## config.mk

```make
export PLATFORM = sky130hd
export DESIGN_NAME = rdap_mem_flat
export DESIGN_NICKNAME = d
export VERILOG_FILES = /design/src/core/rdap_pkg.sv /design/src/core/rdap_if.sv /design/src/core/rdap_mem.sv /design/src/flat_wrapper.sv
export SDC_FILE = /design/constraint.sdc
export NUM_CORES = 1
export LEC_CHECK = 0
export ABC_AREA = 1
export BUFFER_PORTS_ARGS = -buffer_cell sky130_fd_sc_hd__buf_4
export CORE_MARGIN = 5
export CORE_UTILIZATION = 30
export DETAILED_ROUTE_END_ITERATION = 8
export PLACE_DENSITY = 0.45
export SETUP_SLACK_MARGIN = 0.3
export SLEW_MARGIN = 15
export SYNTH_ARGS = -nofsm -noshare
export SYNTH_HDL_FRONTEND = slang
export SYNTH_SLANG_ARGS = --single-unit
```

## constraint.sdc

```tcl
create_clock -name core_clk -period 13.59 [get_ports core_clk]
set_input_delay 2.718 -clock core_clk [delete_from_list [all_inputs] [get_ports core_clk]]
set_output_delay 2.718 -clock core_clk [all_outputs]
set_load 0.02 [all_outputs]
```

## src/core/rdap_pkg.sv

```systemverilog
// Purpose: Shared constants and types for the read-with-auto-precharge link model
// Assumes: One clock (core_clk, 40 MHz); command and data sampled on its rising edge
// Notes  : Times in ns with cycle counts derived from the clock period
// Summary of operation
// - READ with A10 high means auto precharge
// - Precharge starts AL plus BL/2 after command
// - Delay precharge until tRAS and tRTP met
// - tRP counts from actual internal precharge start
// - BL4: activate after AL plus tRTP+tRP clocks
// - BL8: activate after AL+2 plus tRTP+tRP clocks
// - Round (tRTP+tRP)/tCK up to whole clocks
// - Precharge never before two clocks after prefetch
// - Other banks keep working during auto precharge
// - Other-bank spacing: BL/2 read, +2 write, 1
// - Explicit precharge only after tRAS elapsed
// - x16: each strobe times its own byte
// - x4/x8: single strobe times all lanes
// - Burst data follows programmed burst order; code always uses sequential order
// - No same-bank command until tRP elapsed
// - First data RL = AL + CL after READ
package rdap_pkg;
   localparam int CLK_PERIOD_PS = 25000;
   localparam int T_RAS_NS      = 40;
   localparam int T_RTP_NS      = 8;
   localparam int T_RP_NS       = 15;
   localparam int RAS_CYC  = (T_RAS_NS * 1000 + CLK_PERIOD_PS - 1) / CLK_PERIOD_PS;
   localparam int RTP_CYC  = (T_RTP_NS * 1000 + CLK_PERIOD_PS - 1) / CLK_PERIOD_PS;
   localparam int RP_CYC   = (T_RP_NS * 1000 + CLK_PERIOD_PS - 1) / CLK_PERIOD_PS;
   localparam int RTPRP_CYC =
      ((T_RTP_NS + T_RP_NS) * 1000 + CLK_PERIOD_PS - 1) / CLK_PERIOD_PS;
   localparam int PF_GAP_CYC = 2;
   localparam int BL8_EXTRA  = 2;
   localparam int NUM_BANKS  = 8;
   localparam int BANK_W     = 3;
   localparam int COL_W      = 10;
   localparam int CNT_W      = 6;
   localparam int AP_BIT     = 10;
   localparam int DQ_W       = 16;
   localparam logic [2:0] AL_RESET = 3'h0;
   localparam logic [2:0] CL_RESET = 3'h3;
   typedef enum logic [2:0] {CMD_NOP, CMD_ACT, CMD_READ, CMD_WRITE, CMD_PRE} cmd_t;
endpackage

```

## src/core/rdap_if.sv

```systemverilog
`timescale 1ns/1ps
// Purpose: Command and read-data link between controller and memory end
// Assumes: Same clock at both ends
// Notes  : Strobes are modelled as per-byte valid flags
interface rdap_if;
   rdap_pkg::cmd_t              cmd;
   logic [rdap_pkg::BANK_W-1:0] bank;
   logic [13:0]                 addr;
   logic                        burst8;
   logic                        wide16;
   logic [rdap_pkg::DQ_W-1:0]   dq;
   logic                        dqs_lo;
   logic                        dqs_hi;
   logic [rdap_pkg::BANK_W-1:0] dq_bank;
   logic                        dq_ready;
   modport ctrl (output cmd, bank, addr, burst8, wide16, dq_ready,
                 input dq, dqs_lo, dqs_hi, dq_bank);
   modport mem  (input cmd, bank, addr, burst8, wide16, dq_ready,
                 output dq, dqs_lo, dqs_hi, dq_bank);
endinterface

```

## src/core/rdap_mem.sv

```systemverilog
`timescale 1ns/1ps
// Purpose: Memory end: auto-precharge timing per bank and read data return
// Assumes: Controller keeps its spacing rules; AL, CL small
// Notes  : Two-entry buffer absorbs controller stalls on read data
module rdap_mem #(
   parameter logic [2:0] AL = rdap_pkg::AL_RESET,  // Additive latency
   parameter logic [2:0] CL = rdap_pkg::CL_RESET   // CAS latency
) (
   input  wire logic core_clk,                      // Clock
   input  wire logic reset,                         // Async reset, high
   rdap_if.mem       lnk,                           // Link
   output logic [rdap_pkg::NUM_BANKS-1:0] bank_open,   // Row open per bank
   output logic [rdap_pkg::NUM_BANKS-1:0] bank_pre     // Precharging per bank
);
   localparam int RL = int'(AL) + int'(CL);
   localparam int LW = 16;
   typedef logic [rdap_pkg::CNT_W-1:0] cnt_t;

   ////////////////////////////////////////////////////////////////////////
   // Per-bank state
   cnt_t ras [rdap_pkg::NUM_BANKS];
   cnt_t rtp [rdap_pkg::NUM_BANKS];
   cnt_t nom [rdap_pkg::NUM_BANKS];
   cnt_t rp  [rdap_pkg::NUM_BANKS];
   logic [rdap_pkg::NUM_BANKS-1:0] ap_pend;
   cnt_t next_ras [rdap_pkg::NUM_BANKS];
   cnt_t next_rtp [rdap_pkg::NUM_BANKS];
   cnt_t next_nom [rdap_pkg::NUM_BANKS];
   cnt_t next_rp  [rdap_pkg::NUM_BANKS];
   logic [rdap_pkg::NUM_BANKS-1:0] next_ap_pend, next_open, next_pre;

   always_comb begin
      for (int b = 0; b < rdap_pkg::NUM_BANKS; b++) begin
         logic hit;
         logic start;
         hit = (lnk.bank == b[rdap_pkg::BANK_W-1:0]);
         // Start only when nominal edge reached and tRAS, tRTP both met
         start = ap_pend[b] && nom[b] == '0 && ras[b] == '0 && rtp[b] == '0;
         next_ras[b] = (ras[b] != '0) ? ras[b] - cnt_t'(1) : ras[b];
         next_rtp[b] = (rtp[b] != '0) ? rtp[b] - cnt_t'(1) : rtp[b];
         next_nom[b] = (nom[b] != '0) ? nom[b] - cnt_t'(1) : nom[b];
         next_rp[b]  = (rp[b]  != '0) ? rp[b]  - cnt_t'(1) : rp[b];
         next_ap_pend[b] = ap_pend[b];
         next_open[b] = bank_open[b];
         next_pre[b]  = (rp[b] > cnt_t'(1));
         if (start) begin
            next_ap_pend[b] = 1'b0;
            next_open[b] = 1'b0;
            next_pre[b] = 1'b1;
            next_rp[b] = cnt_t'(rdap_pkg::RP_CYC);
         end
         if (hit) begin
            case (lnk.cmd)
               rdap_pkg::CMD_ACT: begin
                  next_open[b] = 1'b1;
                  next_ras[b] = cnt_t'(rdap_pkg::RAS_CYC - 1);
               end
               rdap_pkg::CMD_READ: begin
                  // Prefetch edge is AL (BL4) or AL+2 (BL8); tRTP and 2-clock gap from it
                  next_rtp[b] = cnt_t'(int'(AL) + (lnk.burst8 ? rdap_pkg::BL8_EXTRA : 0)
                     + ((rdap_pkg::RTP_CYC > rdap_pkg::PF_GAP_CYC) ?
                        rdap_pkg::RTP_CYC : rdap_pkg::PF_GAP_CYC) - 1);
                  if (lnk.addr[rdap_pkg::AP_BIT]) begin
                     next_ap_pend[b] = 1'b1;
                     next_nom[b] = cnt_t'(int'(AL) + (lnk.burst8 ? 4 : 2) - 1);
                  end
               end
               rdap_pkg::CMD_PRE: begin
                  next_open[b] = 1'b0;
                  next_pre[b] = 1'b1;
                  next_rp[b] = cnt_t'(rdap_pkg::RP_CYC);
               end
               default: ;
            endcase
         end
      end
   end

   always_ff @(posedge core_clk or posedge reset) begin
      if (reset) begin
         for (int b = 0; b < rdap_pkg::NUM_BANKS; b++) begin
            ras[b] <= '0;
            rtp[b] <= '0;
            nom[b] <= '0;
            rp[b]  <= '0;
         end
         ap_pend   <= '0;
         bank_open <= '0;
         bank_pre  <= '0;
      end else begin
         ras <= next_ras;
         rtp <= next_rtp;
         nom <= next_nom;
         rp  <= next_rp;
         ap_pend   <= next_ap_pend;
         bank_open <= next_open;
         bank_pre  <= next_pre;
      end
   end

   ////////////////////////////////////////////////////////////////////////
   // Read latency line: one slot per beat pair, a read spawns BL/2 slots
   logic [LW-1:0] lat_v, next_lat_v;
   logic [LW-1:0][rdap_pkg::COL_W-1:0] lat_col, next_lat_col;
   logic [LW-1:0][rdap_pkg::BANK_W-1:0] lat_bk, next_lat_bk;

   always_comb begin
      next_lat_v = {1'b0, lat_v[LW-1:1]};
      next_lat_col = {{rdap_pkg::COL_W{1'b0}}, lat_col[LW-1:1]};
      next_lat_bk = {{rdap_pkg::BANK_W{1'b0}}, lat_bk[LW-1:1]};
      if (lnk.cmd == rdap_pkg::CMD_READ) begin
         for (int k = 0; k < 4; k++) begin
            if (k < 2 || lnk.burst8) begin
               // Sequential order within the burst, wrapping in 4 or 8
               next_lat_v[RL - 1 + k] = 1'b1;
               next_lat_col[RL - 1 + k] = lnk.burst8 ?
                  {lnk.addr[rdap_pkg::COL_W-1:3], 3'(lnk.addr[2:0] + 3'(2 * k))} :
                  {lnk.addr[rdap_pkg::COL_W-1:2], 2'(lnk.addr[1:0] + 2'(2 * k))};
               next_lat_bk[RL - 1 + k] = lnk.bank;
            end
         end
      end
   end

   always_ff @(posedge core_clk or posedge reset) begin
      if (reset) begin
         lat_v <= '0;
         lat_col <= '0;
         lat_bk <= '0;
      end else begin
         lat_v <= next_lat_v;
         lat_col <= next_lat_col;
         lat_bk <= next_lat_bk;
      end
   end

   ////////////////////////////////////////////////////////////////////////
   // Two-entry output buffer; data word is bank and column pattern
   logic [1:0][rdap_pkg::DQ_W+rdap_pkg::BANK_W-1:0] buf_d, next_buf_d;
   logic [1:0] cnt, next_cnt;
   logic [rdap_pkg::DQ_W-1:0] beat;
   logic [rdap_pkg::DQ_W-1:0] next_dq;
   logic next_lo, next_hi;
   logic [rdap_pkg::BANK_W-1:0] next_dbk;
   logic pop;

   always_comb begin
      beat = {lat_bk[0], 3'h0, lat_col[0]};
      pop = lnk.dqs_lo && lnk.dq_ready;
      next_buf_d = buf_d;
      next_cnt = cnt;
      if (pop) begin
         next_buf_d[0] = buf_d[1];
         next_cnt = cnt - 2'h1;
      end
      if (lat_v[0] && next_cnt != 2'h2) begin
         next_buf_d[next_cnt[0]] = {lat_bk[0], beat};
         next_cnt = next_cnt + 2'h1;
      end
      next_lo = (next_cnt != 2'h0);
      // x16 has upper strobe for upper byte; x4/x8 use only the lower strobe
      next_hi = next_lo && lnk.wide16;
      next_dq = next_lo ? next_buf_d[0][rdap_pkg::DQ_W-1:0] : '0;
      if (!lnk.wide16) next_dq[15:8] = 8'h00;
      next_dbk = next_buf_d[0][rdap_pkg::DQ_W+rdap_pkg::BANK_W-1:rdap_pkg::DQ_W];
   end

   always_ff @(posedge core_clk or posedge reset) begin
      if (reset) begin
         buf_d <= '0;
         cnt <= 2'h0;
         lnk.dq <= '0;
         lnk.dqs_lo <= 1'b0;
         lnk.dqs_hi <= 1'b0;
         lnk.dq_bank <= '0;
      end else begin
         buf_d <= next_buf_d;
         cnt <= next_cnt;
         lnk.dq <= next_dq;
         lnk.dqs_lo <= next_lo;
         lnk.dqs_hi <= next_hi;
         lnk.dq_bank <= next_dbk;
      end
   end
endmodule

```

## src/flat_wrapper.sv

```systemverilog
// flat-port wrapper written by rule: the top's interface ports become plain ports
module rdap_mem_flat 
#(
   parameter logic [2:0] AL = rdap_pkg::AL_RESET,                     
   parameter logic [2:0] CL = rdap_pkg::CL_RESET                 
)
  (core_clk, reset, bank_open, bank_pre, lnk_cmd, lnk_bank, lnk_addr, lnk_burst8, lnk_wide16, lnk_dq_ready, lnk_dq, lnk_dqs_lo, lnk_dqs_hi, lnk_dq_bank);
  rdap_if lnk_i ();
  input  wire logic core_clk;
  input  wire logic reset;
  output logic [rdap_pkg::NUM_BANKS-1:0] bank_open;
  output logic [rdap_pkg::NUM_BANKS-1:0] bank_pre;
  input wire logic [$bits(lnk_i.cmd)-1:0] lnk_cmd;
  input wire logic [$bits(lnk_i.bank)-1:0] lnk_bank;
  input wire logic [$bits(lnk_i.addr)-1:0] lnk_addr;
  input wire logic [$bits(lnk_i.burst8)-1:0] lnk_burst8;
  input wire logic [$bits(lnk_i.wide16)-1:0] lnk_wide16;
  input wire logic [$bits(lnk_i.dq_ready)-1:0] lnk_dq_ready;
  output wire logic [$bits(lnk_i.dq)-1:0] lnk_dq;
  output wire logic [$bits(lnk_i.dqs_lo)-1:0] lnk_dqs_lo;
  output wire logic [$bits(lnk_i.dqs_hi)-1:0] lnk_dqs_hi;
  output wire logic [$bits(lnk_i.dq_bank)-1:0] lnk_dq_bank;
  assign lnk_i.cmd = lnk_cmd;
  assign lnk_i.bank = lnk_bank;
  assign lnk_i.addr = lnk_addr;
  assign lnk_i.burst8 = lnk_burst8;
  assign lnk_i.wide16 = lnk_wide16;
  assign lnk_i.dq_ready = lnk_dq_ready;
  assign lnk_dq = lnk_i.dq;
  assign lnk_dqs_lo = lnk_i.dqs_lo;
  assign lnk_dqs_hi = lnk_i.dqs_hi;
  assign lnk_dq_bank = lnk_i.dq_bank;
  rdap_mem #(.AL(AL), .CL(CL)) u_core (.core_clk(core_clk), .reset(reset), .lnk(lnk_i), .bank_open(bank_open), .bank_pre(bank_pre));
endmodule
```

==> results of run 1 <==
-- synth_stat cells (5+ instances only) --
library cell	number
o21ai_2	8
clkbuf_1	5
nand4_1	31
xnor2_1	51
nor3_1	20
nor3b_1	5
o21a_1	6
o211ai_1	8
inv_1	178
nand2_1	423
a21oi_1	43
nor2_2	8
xor2_1	47
or2_2	27
nand2_2	7
o21ai_1	7
nand3_1	113
ha_1	66
o21ai_0	40
and2_1	14
dfrtp_1	352
nor2_1	239
buf_2	10
-- final timing paths --
kind	slack (ns)	endpoint	from	cells after the start
setup / recovery	9.18	u_core.lat_v[4]	lnk_cmd[2]	9
hold / removal	0.33	u_core.lat_v[0]	u_core.lat_v[1]	0
setup reg to reg	11.40	u_core.lnk.dq[8]	u_core.lnk.dqs_lo	11
hold reg to reg	0.33	u_core.lat_v[0]	u_core.lat_v[1]	0
max in group asynchronous	9.61	u_core.nom[3]	reset	3
min in group asynchronous	2.28	u_core.buf_d[10]	reset	2
-- final cells by class --
cell class	count	area (µm²)	share of cell area
tap	688	860.8	0.04656
clock inverter	18	132.6	0.007174
sequential	352	8808	0.4764
multi-input combinational	1184	6265	0.3389
inverter	183	696.9	0.03770
clock buffer	61	1244	0.06727
timing repair buffer	64	480.5	0.02599
-- stage by stage --
stage | worst slack [ns] | area, µm² | utilization | cells | hold WS [ns]
floorplan | 1.108 | 15890 | - | 1740 | 0.3312
global placement | 8.525 | 17110 | 0.3256 | 2471 | 0.3317
detailed placement | 8.523 | 17110 | 0.3256 | 2471 | 0.3347
CTS | 9.145 | 18490 | 0.3518 | 2550 | 0.3306
global route | 9.031 | 18490 | 0.3518 | 2550 | 0.3367
finish | 9.177 | 18490 | 0.3518 | 2550 | 0.3346
-- power breakdown --
part	internal, W	switching, W	leakage, nW	total, W
Sequential	0.00144	0.000256	4.41	0.00170
Clock	0.000643	0.000459	0.687	0.00110
Combinational	0.000621	0.000830	4.34	0.00145
-- sequential cells by signal, indices dropped and copies added, names as in the netlist, 2 cells and up --
name and count:
u_core.lat_bk 15, u_core.lat_col 50, u_core.bank_open 8, u_core.nom 48
u_core.rp 48, u_core.lnk.dq_bank 2, u_core.lat_v 6, u_core.cnt 2
u_core.rtp 48, u_core.ap_pend 8, u_core.buf_d 30, u_core.bank_pre 8
u_core.ras 48, u_core.beat 13, u_core.lnk.dq 16
-- metal layers --
layer  share of wire  GRT usage  vias up
met3           0.040    0.02833       52
met1            0.48     0.1513     5129
met2            0.46     0.1823      105
li1                -          -     5658
met5         0.00022          0        -
met4           0.022    0.03009        2
-- worst max-delay path, stage by stage --
cell,delay (ns)
buf_4,0.09
inv_1,0.04
nand3_2,0.06
buf_4,0.33
inv_1,0.07
buf_4,0.24
nand2_1,0.45
inv_1,0.45
or2_2,0.39
-- kinds of logic (layout without fill, tap and decap cells) --
logic type / after synthesis / after routing / share of synthesized area
simple gates: 896 / 896 / 0.2432
flops: 352 / 352 / 0.5544
buf+inv: 204 / 326 / 0.05127
compound gates: 124 / 124 / 0.04513
xor+xnor: 98 / 98 / 0.05402
fa+ha+maj: 66 / 66 / 0.05198
==> summary.txt, run 1 <==
Run status
  • Status: finished clean

Placement
  • HPWL after DPL: between 20000 and 25000 µm
  • PortBufs: 58
  • Placer congestion estimate: about 0.78

STA
  • Final setup fails: 0
  • Final slew viol count: 0
  • Final Cycle Share: 0.3247
  • Period minus WS final: around 4.4 ns
  • Fmax: about 230 MHz
  • Setup TNS: 0 ns
  • RSZ-0062 raised after global routing: false
  • Max_slew headroom: 0.3289
  • Worst Tran Pin Value: 1.007 ns
  • Worst Skew: 0.01877 ns
  • Final Hold Vio Count: 0

GRT
  • GRT overflow: 0
  • Pin count of the biggest net entering global routing: between 100 and 150
  • Gr usage total: 0.1125
  • Initial antenna violation count: 1
  • First-pass GRT wire length: 54300 µm
  • Vias in the first global route: 10966

Clock tree
  • Clk_lat worst skew: 0.57 ns
  • Cts repair resizes: 0
  • Clock buffer depth: 3
  • Clk root buf: clkbuf_16
  • CTS buffer count: 43
  • # H-tree levels: 2
  • Reg clk slew, reported paths: 0.06 ns
  • CTS tree: built
  • CTS Sinks: about 350
  • Hold buffers post-CTS: 0
  • Post-CTS setup buffer count: 0

Yosys
  • Gate Count Post-Synth: 1740
  • Main area contributors after synthesis: dfrtp_1 55%, nand2_1 10%, nor2_1 5.6%
  • Syn avg cell area: a little over 9 µm²
  • Mapped Area: 0.01589 mm²
  • Net Count, Synth: 1831
  • Synth area leader: dfrtp_1
  • Synth Register Bits: 352
  • Asr flop ratio synth: 1.000
  • Library cells used by synthesis: 40
  • EDFF count, synth: 0
  • Synth Flop Type: dfrtp_1
  • Yosys warns: 0
  • Synth top area share: 0.5544
  • Post-synthesis sequential area ratio: 0.5544

Setup path
  • Crit Path Class: in -> reg
  • Setup crit end kind: flip-flop
  • Crit-path max FO: 29
  • Crit path launch type: primary input
  • WP data required: approximately 14 ns
  • WP data arrival: 4.86 ns

Worst hold path
  • Hold Path Class: reg -> reg

Power and ir drop
  • Leak pwr: 9.435 nW
  • Total power: between 0.004 and 0.005 W
  • Worst VDD drop: 0.00009217 V
  • Pwr Density: 230.0 mW/mm²

Flow run
  • MaxCap Viol Count: 0

Finish
  • Area grow syn2layout: 16.36%
  • Final nets: approximately 1900
  • Ant. Diodes: 0
  • Fillers: 5398
  • Share of layout cells above drive strength 1: 0.1069
  • Leading cell type in the layout, fill and taps excluded: nand2_1
  • Most frequent cells in the layout: 423 x nand2_1, 352 x dfrtp_1, 239 x nor2_1, 177 x inv_1, 113 x nand3_1

Detailed routing
  • Wire per inst: 12.25 µm
  • Drt drc: 0
  • Via count: 10946
  • Post-route ant nets: 0
  • Final wirelength: 31240 µm
  • Drt first-iter violations: approximately 600
  • Detailed Routing Iterations Pass 1: 4
  • Vias/cell: 4.293

Die
  • FP Rows: 84
  • Die Y: 240.1 µm
  • Overall die width: 240.1 µm
  • Die area: 0.05766 mm²
  • Core Area: 0.05255 mm²
  • IO Count: 62
  • Initial Util: 0.3023
Power figures use the tool's default switching activity.
==> run 2: changes to the inputs <==
--- a/config.mk
+++ b/config.mk
@@ -10,7 +10,7 @@
 export CORE_MARGIN = 5
 export CORE_UTILIZATION = 30
 export DETAILED_ROUTE_END_ITERATION = 8
-export PLACE_DENSITY = 0.45
+export PLACE_DENSITY = 0.46
 export SETUP_SLACK_MARGIN = 0.3
 export SLEW_MARGIN = 15
 export SYNTH_ARGS = -nofsm -noshare
==> constraint.sdc (replaced) <==
create_clock -name core_clk -period 3.73 [get_ports core_clk]
set_input_delay 0.746 -clock core_clk [delete_from_list [all_inputs] [get_ports core_clk]]
set_output_delay 0.746 -clock core_clk [all_outputs]
set_load 0.02 [all_outputs]
==> run 2 against run 1 <==
Critical path depth is 2 lower. Clock skew hardly changed. Final cell count hardly changed. Wire length is 0.30% higher. Global-route usage is 0.086 points higher. Hold slack worse by 0.0012 ns. Non-clock buffer count is 2 higher.
==> summary.txt, run 2 (synthesized netlist as in run 1, its figures left out) <==
Run status
  • Status: finished clean

Finish
  • Final Cell Area: 0.01858 mm²
  • Area grow syn2layout: 16.94%
  • Leading cell type in the layout, fill and taps excluded: nand2_1
  • Share of layout cells above drive strength 1: 0.1059
  • Register area: slightly below 0.009 mm²
  • Fillers: between 5000 and 6000
  • Max FFs per register: 50
  • Final core utilization: 0.3535
  • Ant. Diodes: 0
  • Non-Filler Instances: 2549
  • Biggest register: u_core.lat_col
  • Final nets: approximately 1900
  • Footprint of the multi-input gates: 0.006265 mm²
  • Most frequent cells in the layout: 423 x nand2_1, 352 x dfrtp_1, 239 x nor2_1, 177 x inv_1, 113 x nand3_1

Detailed routing
  • Post-route ant nets: 0
  • Final wirelength: around 31000 µm
  • Drt drc: 0
  • Detailed Routing Iterations Pass 1: 5
  • Vias/cell: around 4.3
  • Drt first-iter violations: approximately 580
  • Via count: roughly 11000
  • Wire per inst: 12.29 µm

Die
  • Overall die width: 240.1 µm
  • Die area: approximately 0.058 mm²
  • IO Count: between 60 and 70
  • FP Rows: 84
  • Initial Util: 0.3023
  • Core Area: about 0.053 mm²
  • Die Y: 240.1 µm

Setup path
  • Worst Setup SP: u_core.lnk.dqs_lo
  • Crit-path max FO: 21
  • Crit path launch type: flip-flop
  • Setup slack, reg-to-reg: between 1.5 and 2 ns
  • Reg-to-Reg End: u_core.buf_d[21]
  • Buf+Inv Stages, Crit Path: 1
  • Top delay family on crit path: simple AND/OR/NAND/NOR gates
  • Worst path most repeated cell: nand2_1
  • WP data arrival: 2.46 ns
  • Cell chain of the critical path: nand2_2 > buf_4 > nand2_1 > nand2_1 > nand2_1 > nand2_1 > o21ai_0
  • Crit-path max cell delay: 0.44 ns
  • Crit Path Class: reg -> reg
  • FF-to-FF path depth: 7
  • WP data required: 4.16 ns
  • Setup crit end kind: flip-flop
  • R2R Path Start: u_core.lnk.dqs_lo
  • CP max stage cell: nand2_1

STA
  • RSZ-0062 raised after global routing: false
  • Final slew viol count: 0
  • Period minus WS final: 2.035 ns
  • Final worst slack: around 1.7 ns
  • Worst Tran Pin Value: roughly 1 ns
  • Hold Worst Slack: 0.3334 ns
  • Final Cycle Share: 0.5456
  • Worst Skew: about 0.019 ns
  • Max_slew headroom: 0.3386
  • Fmax: 491.4 MHz
  • Final setup fails: 0
  • Final Hold Vio Count: 0

Worst hold path
  • HP Start: u_core.lat_bk[5]
  • Worst hold path stage count: 0
  • Hold Path Sink: u_core.beat[15]
  • Hold Path Class: reg -> reg

Clock tree
  • Post-CTS setup buffer count: 0
  • CTS buffer count: 42
  • CTS tree: built
  • Clock buffer depth: 3
  • Reg clk slew, reported paths: 0.06 ns
  • CTS Sinks: 352
  • Clk root buf: clkbuf_16
  • Hold buffers post-CTS: 0
  • Cts repair resizes: 0
  • # H-tree levels: 2
  • Clk_lat worst skew: 0.57 ns

GRT
  • First-pass GRT wire length: 54790 µm
  • GRT overflow: 0
  • Gr usage total: 0.1134
  • Initial antenna violation count: 1
  • Vias in the first global route: 11288
  • Pin count of the biggest net entering global routing: 164

Flow run
  • MaxCap Viol Count: 0

Power and ir drop
  • Worst VDD drop: 0.0004403 V
  • Pwr Density: 845.0 mW/mm²
  • Leak pwr: 9.454 nW

Placement
  • DP Area: 0.01715 mm²
  • DP Worst Slack: around 1.2 ns
  • Inst Count DP: around 2500
  • PortBufs: 58
  • HPWL after DPL: a little over 20000 µm
  • Placer congestion estimate: 0.7790
## run 2: changes by cell type in the layout (fill, tap and decap cells not counted), sizes merged
| cell | before | now |
|---|---|---|
| clkinv | 14 | 8 |
| bufinv | 0 | 4 |
| clkinvlp | 2 | 5 |
| buf | 64 | 66 |
| clkbuf | 61 | 59 |
| inv | 185 | 183 |
## run 2: per-layer routing
layer / GRT usage / up-vias / wire length [µm]
met3: 0.02409 / 56 / 1197
li1: - / 5659 / -
met2: 0.1897 / 103 / 14490
met5: 0 / - / 20
met4: 0.03765 / 2 / 813
met1: 0.1471 / 5195 / 14820
## run 2: how the worst max path moves through the flow
stage	slack [ns]	to	cells past startpoint
floorplan	-1.73	u_core.ap_pend[0]	1
global placement	1.23	u_core.buf_d[22]	8
detailed placement	1.21	u_core.buf_d[24]	7
CTS	1.63	u_core.buf_d[24]	6
global route	1.39	u_core.buf_d[25]	7
finish	1.70	u_core.buf_d[21]	7
## run 2: power by group
group          internal (W)  switching, W  total, W
Clock               0.00254       0.00167   0.00420
Combinational       0.00227       0.00303   0.00530
Sequential          0.00526      0.000941   0.00620
## run 2: cell type report
class / count / share of cell area
multi-input cells: 1184 / 0.3372
inverters: 183 / 0.03731
clock inverters: 17 / 0.01273
clock buffers: 59 / 0.06431
repair buffers: 66 / 0.02802
well taps: 688 / 0.04633
flip-flops and latches: 352 / 0.4741
## run 2: through the flow
| step | setup TNS, ns | power, W |
|---|---|---|
| 3_5_place_dp | 0 | 0.01164 |
| 4_1_cts | 0 | 0.01600 |
| 5_1_grt | 0 | 0.01716 |
| 3_3_place_gp | 0 | 0.01149 |
| 2_1_floorplan | -609.10 | 0.01044 |
| 6_report | 0 | 0.01570 |
==> run 3: changes to the inputs <==
==> constraint.sdc (replaced) <==
create_clock -name core_clk -period 1.7 [get_ports core_clk]
set_input_delay 0.34 -clock core_clk [delete_from_list [all_inputs] [get_ports core_clk]]
set_output_delay 0.34 -clock core_clk [all_outputs]
set_load 0.02 [all_outputs]
==> run 3 against run 2 <==
Final area up 10%. Clock-buffer cell count is 4 higher. Critical path depth is 4 lower. Global-route usage up 0.36 points. Critical path type is now reg -> out. Total power rose by 140%. Sequential cell count did not move. Final cell count is 4.7% higher. Critical endpoint is now lnk_dqs_lo. Combinational power grew to 2.7 times the previous value. Register-to-register slack got worse by 1.7 ns. Hold slack got worse by 0.29 ns. Clock skew up 0.00052 ns. The flow now finishes with violations (negative setup slack).
==> summary.txt, run 3 (synthesized netlist as in run 1, its figures left out) <==
Placement
  • Inst Count DP: 2546
  • HPWL after DPL: around 22000 µm
  • PortBufs: 58
  • Placer congestion estimate: 0.7880

Finish
  • Share of layout cells above drive strength 1: 0.2294
  • Max FFs per register: 50
  • Final nets: 2040
  • Final core utilization: 0.3887
  • Footprint of the multi-input gates: 0.007002 mm²
  • Area grow syn2layout: 28.58%
  • Leading cell type in the layout, fill and taps excluded: nand2_1
  • Biggest register: u_core.lat_col
  • Most frequent cells in the layout: 404 x nand2_1, 351 x dfrtp_1, 213 x nor2_1, 136 x inv_1, 123 x buf_4
  • Non-Filler Instances: 2668
  • Fillers: 5189
  • Register area: 0.008810 mm²

Detailed routing
  • Top sig layer: met4
  • Via count: 11608
  • WL met3: 1209 µm
  • Post-route ant nets: 0
  • Drt drc: 0
  • Final wirelength: 33240 µm
  • WL met1: 15550 µm
  • Wire per inst: 12.46 µm
  • Drt first-iter violations: 517
  • Metal2 WL: 15670 µm
  • Vias/cell: 4.351
  • Detailed Routing Iterations Pass 1: 4

GRT
  • Gr usage total: 0.1170
  • Pin count of the biggest net entering global routing: 86
  • GRT overflow: 0
  • First-pass GRT wire length: 56460 µm
  • Vias in the first global route: ~11000
  • Initial antenna violation count: 1

STA
  • Final Hold Vio Count: 0
  • Max_slew headroom: 0.6854
  • Final setup fails: 2
  • Worst Tran Pin Value: between 0.4 and 0.5 ns
  • Fmax: 579.6 MHz
  • Period minus WS final: ~1.7 ns
  • Worst Skew: 0.01935 ns
  • RSZ-0062 raised after global routing: true
  • Final slew viol count: 0
  • Setup TNS: -0.02859 ns
  • Final worst slack: -0.02546 ns
  • Final Cycle Share: 1.015

Clock tree
  • Clk_lat worst skew: 0.57 ns
  • CTS tree: built
  • # H-tree levels: 2
  • CTS Sinks: 352
  • Clk root buf: clkbuf_16
  • CTS buffer count: 41
  • Clock buffer depth: 3
  • Reg clk slew, reported paths: around 0.060 ns

Die
  • FP Rows: 84
  • Initial Util: 0.3023
  • Die Y: 240.1 µm
  • IO Count: 62
  • Overall die width: 240.1 µm
  • Die area: approximately 0.058 mm²
  • Core Area: 0.05255 mm²

Setup path
  • Crit-path max FO: 4
  • WP data arrival: about 1.4 ns
  • Crit-path max cell delay: 0.43 ns
  • CP max stage cell: dfrtp_2
  • Crit Path Class: reg -> out
  • WP data required: around 1.4 ns
  • Crit path launch type: flip-flop
  • Setup crit end kind: output port
  • Worst path most repeated cell: buf_4
  • Cell chain of the critical path: buf_4 > buf_4 > buf_6

Run status
  • Failing checks: negative setup slack
  • Status: complete, but fails checks

Flow run
  • MaxCap Viol Count: 0

Power and ir drop
  • Leak pwr: 10.15 nW
  • Pwr Density: 1807 mW/mm²
  • Worst VDD drop: ~0.00077 V

Worst hold path
  • Hold Path Class: in -> reg
==> run 3: worst paths after layout <==
path / startpoint / endpoint / slack, ns / cells past startpoint
worst max register to register: u_core.cnt[0] / u_core.lnk.dq[3] / 0 / 10
min in group asynchronous: reset / u_core.lat_col[55] / 0.28 / 3
worst max-delay path: u_core.lnk.dqs_lo / lnk_dqs_lo / -0.03 / 3
worst min register to register: u_core.lat_bk[5] / u_core.beat[15] / 0.34 / 0
max in group asynchronous: reset / u_core.rp[13] / 0.68 / 4
worst min-delay path: lnk_addr[0] / u_core.lat_col[30] / 0.04 / 3
==> run 3: critical path: cells and delay by family (launching register included) <==
family   cells  cell delay [ns]
buf+inv      3             0.38
flops        1             0.43
==> run 3: metrics by stage <==
stage | setup slack (ns) | power [W] | instance area [µm²] | hold WS, ns
finish | -0.02546 | 0.03692 | 20430 | 0.04242
global placement | -0.1138 | 0.02576 | 17810 | 0.3055
floorplan | -3.354 | 0.02290 | 15890 | 0.3312
detailed placement | -0.1353 | 0.02606 | 17810 | 0.3067
global route | -0.1203 | 0.04023 | 20430 | 0.01935
CTS | 0.03142 | 0.03613 | 19710 | 0.004617
==> run 3: cell type report <==
class                   instances  share of cell area
repair buffers                183             0.08275
clock buffers                  63             0.05917
flip-flops and latches        352              0.4312
diodes                          1           0.0001225
clock inverters                10            0.007411
inverters                     183             0.03442
well taps                     688             0.04214
multi-input cells            1188              0.3427
==> run 3: power by group <==
group / switching (W) / total (W) / internal [W]
clock: 0.00356 / 0.00880 / 0.00524
sequential: 0.00224 / 0.0138 / 0.0115
combinational: 0.00768 / 0.0143 / 0.00665
total: 0.0135 / 0.0369 / 0.0234
==> run 3: what timing repair did <==
item,CTS,global route
setup buffers,15,25
pin swaps,15,26
setup endpoints to repair,168,204
hold endpoints to repair,18,0
gates cloned,3,1
resized for setup,95,152
hold buffers,4,0
==> run 3: metal layers <==
metal | up-vias | GRT usage
met5 | - | 0
met4 | 0 | 0.04041
met3 | 57 | 0.02351
met2 | 113 | 0.1899
met1 | 5505 | 0.1569
li1 | 5933 | -
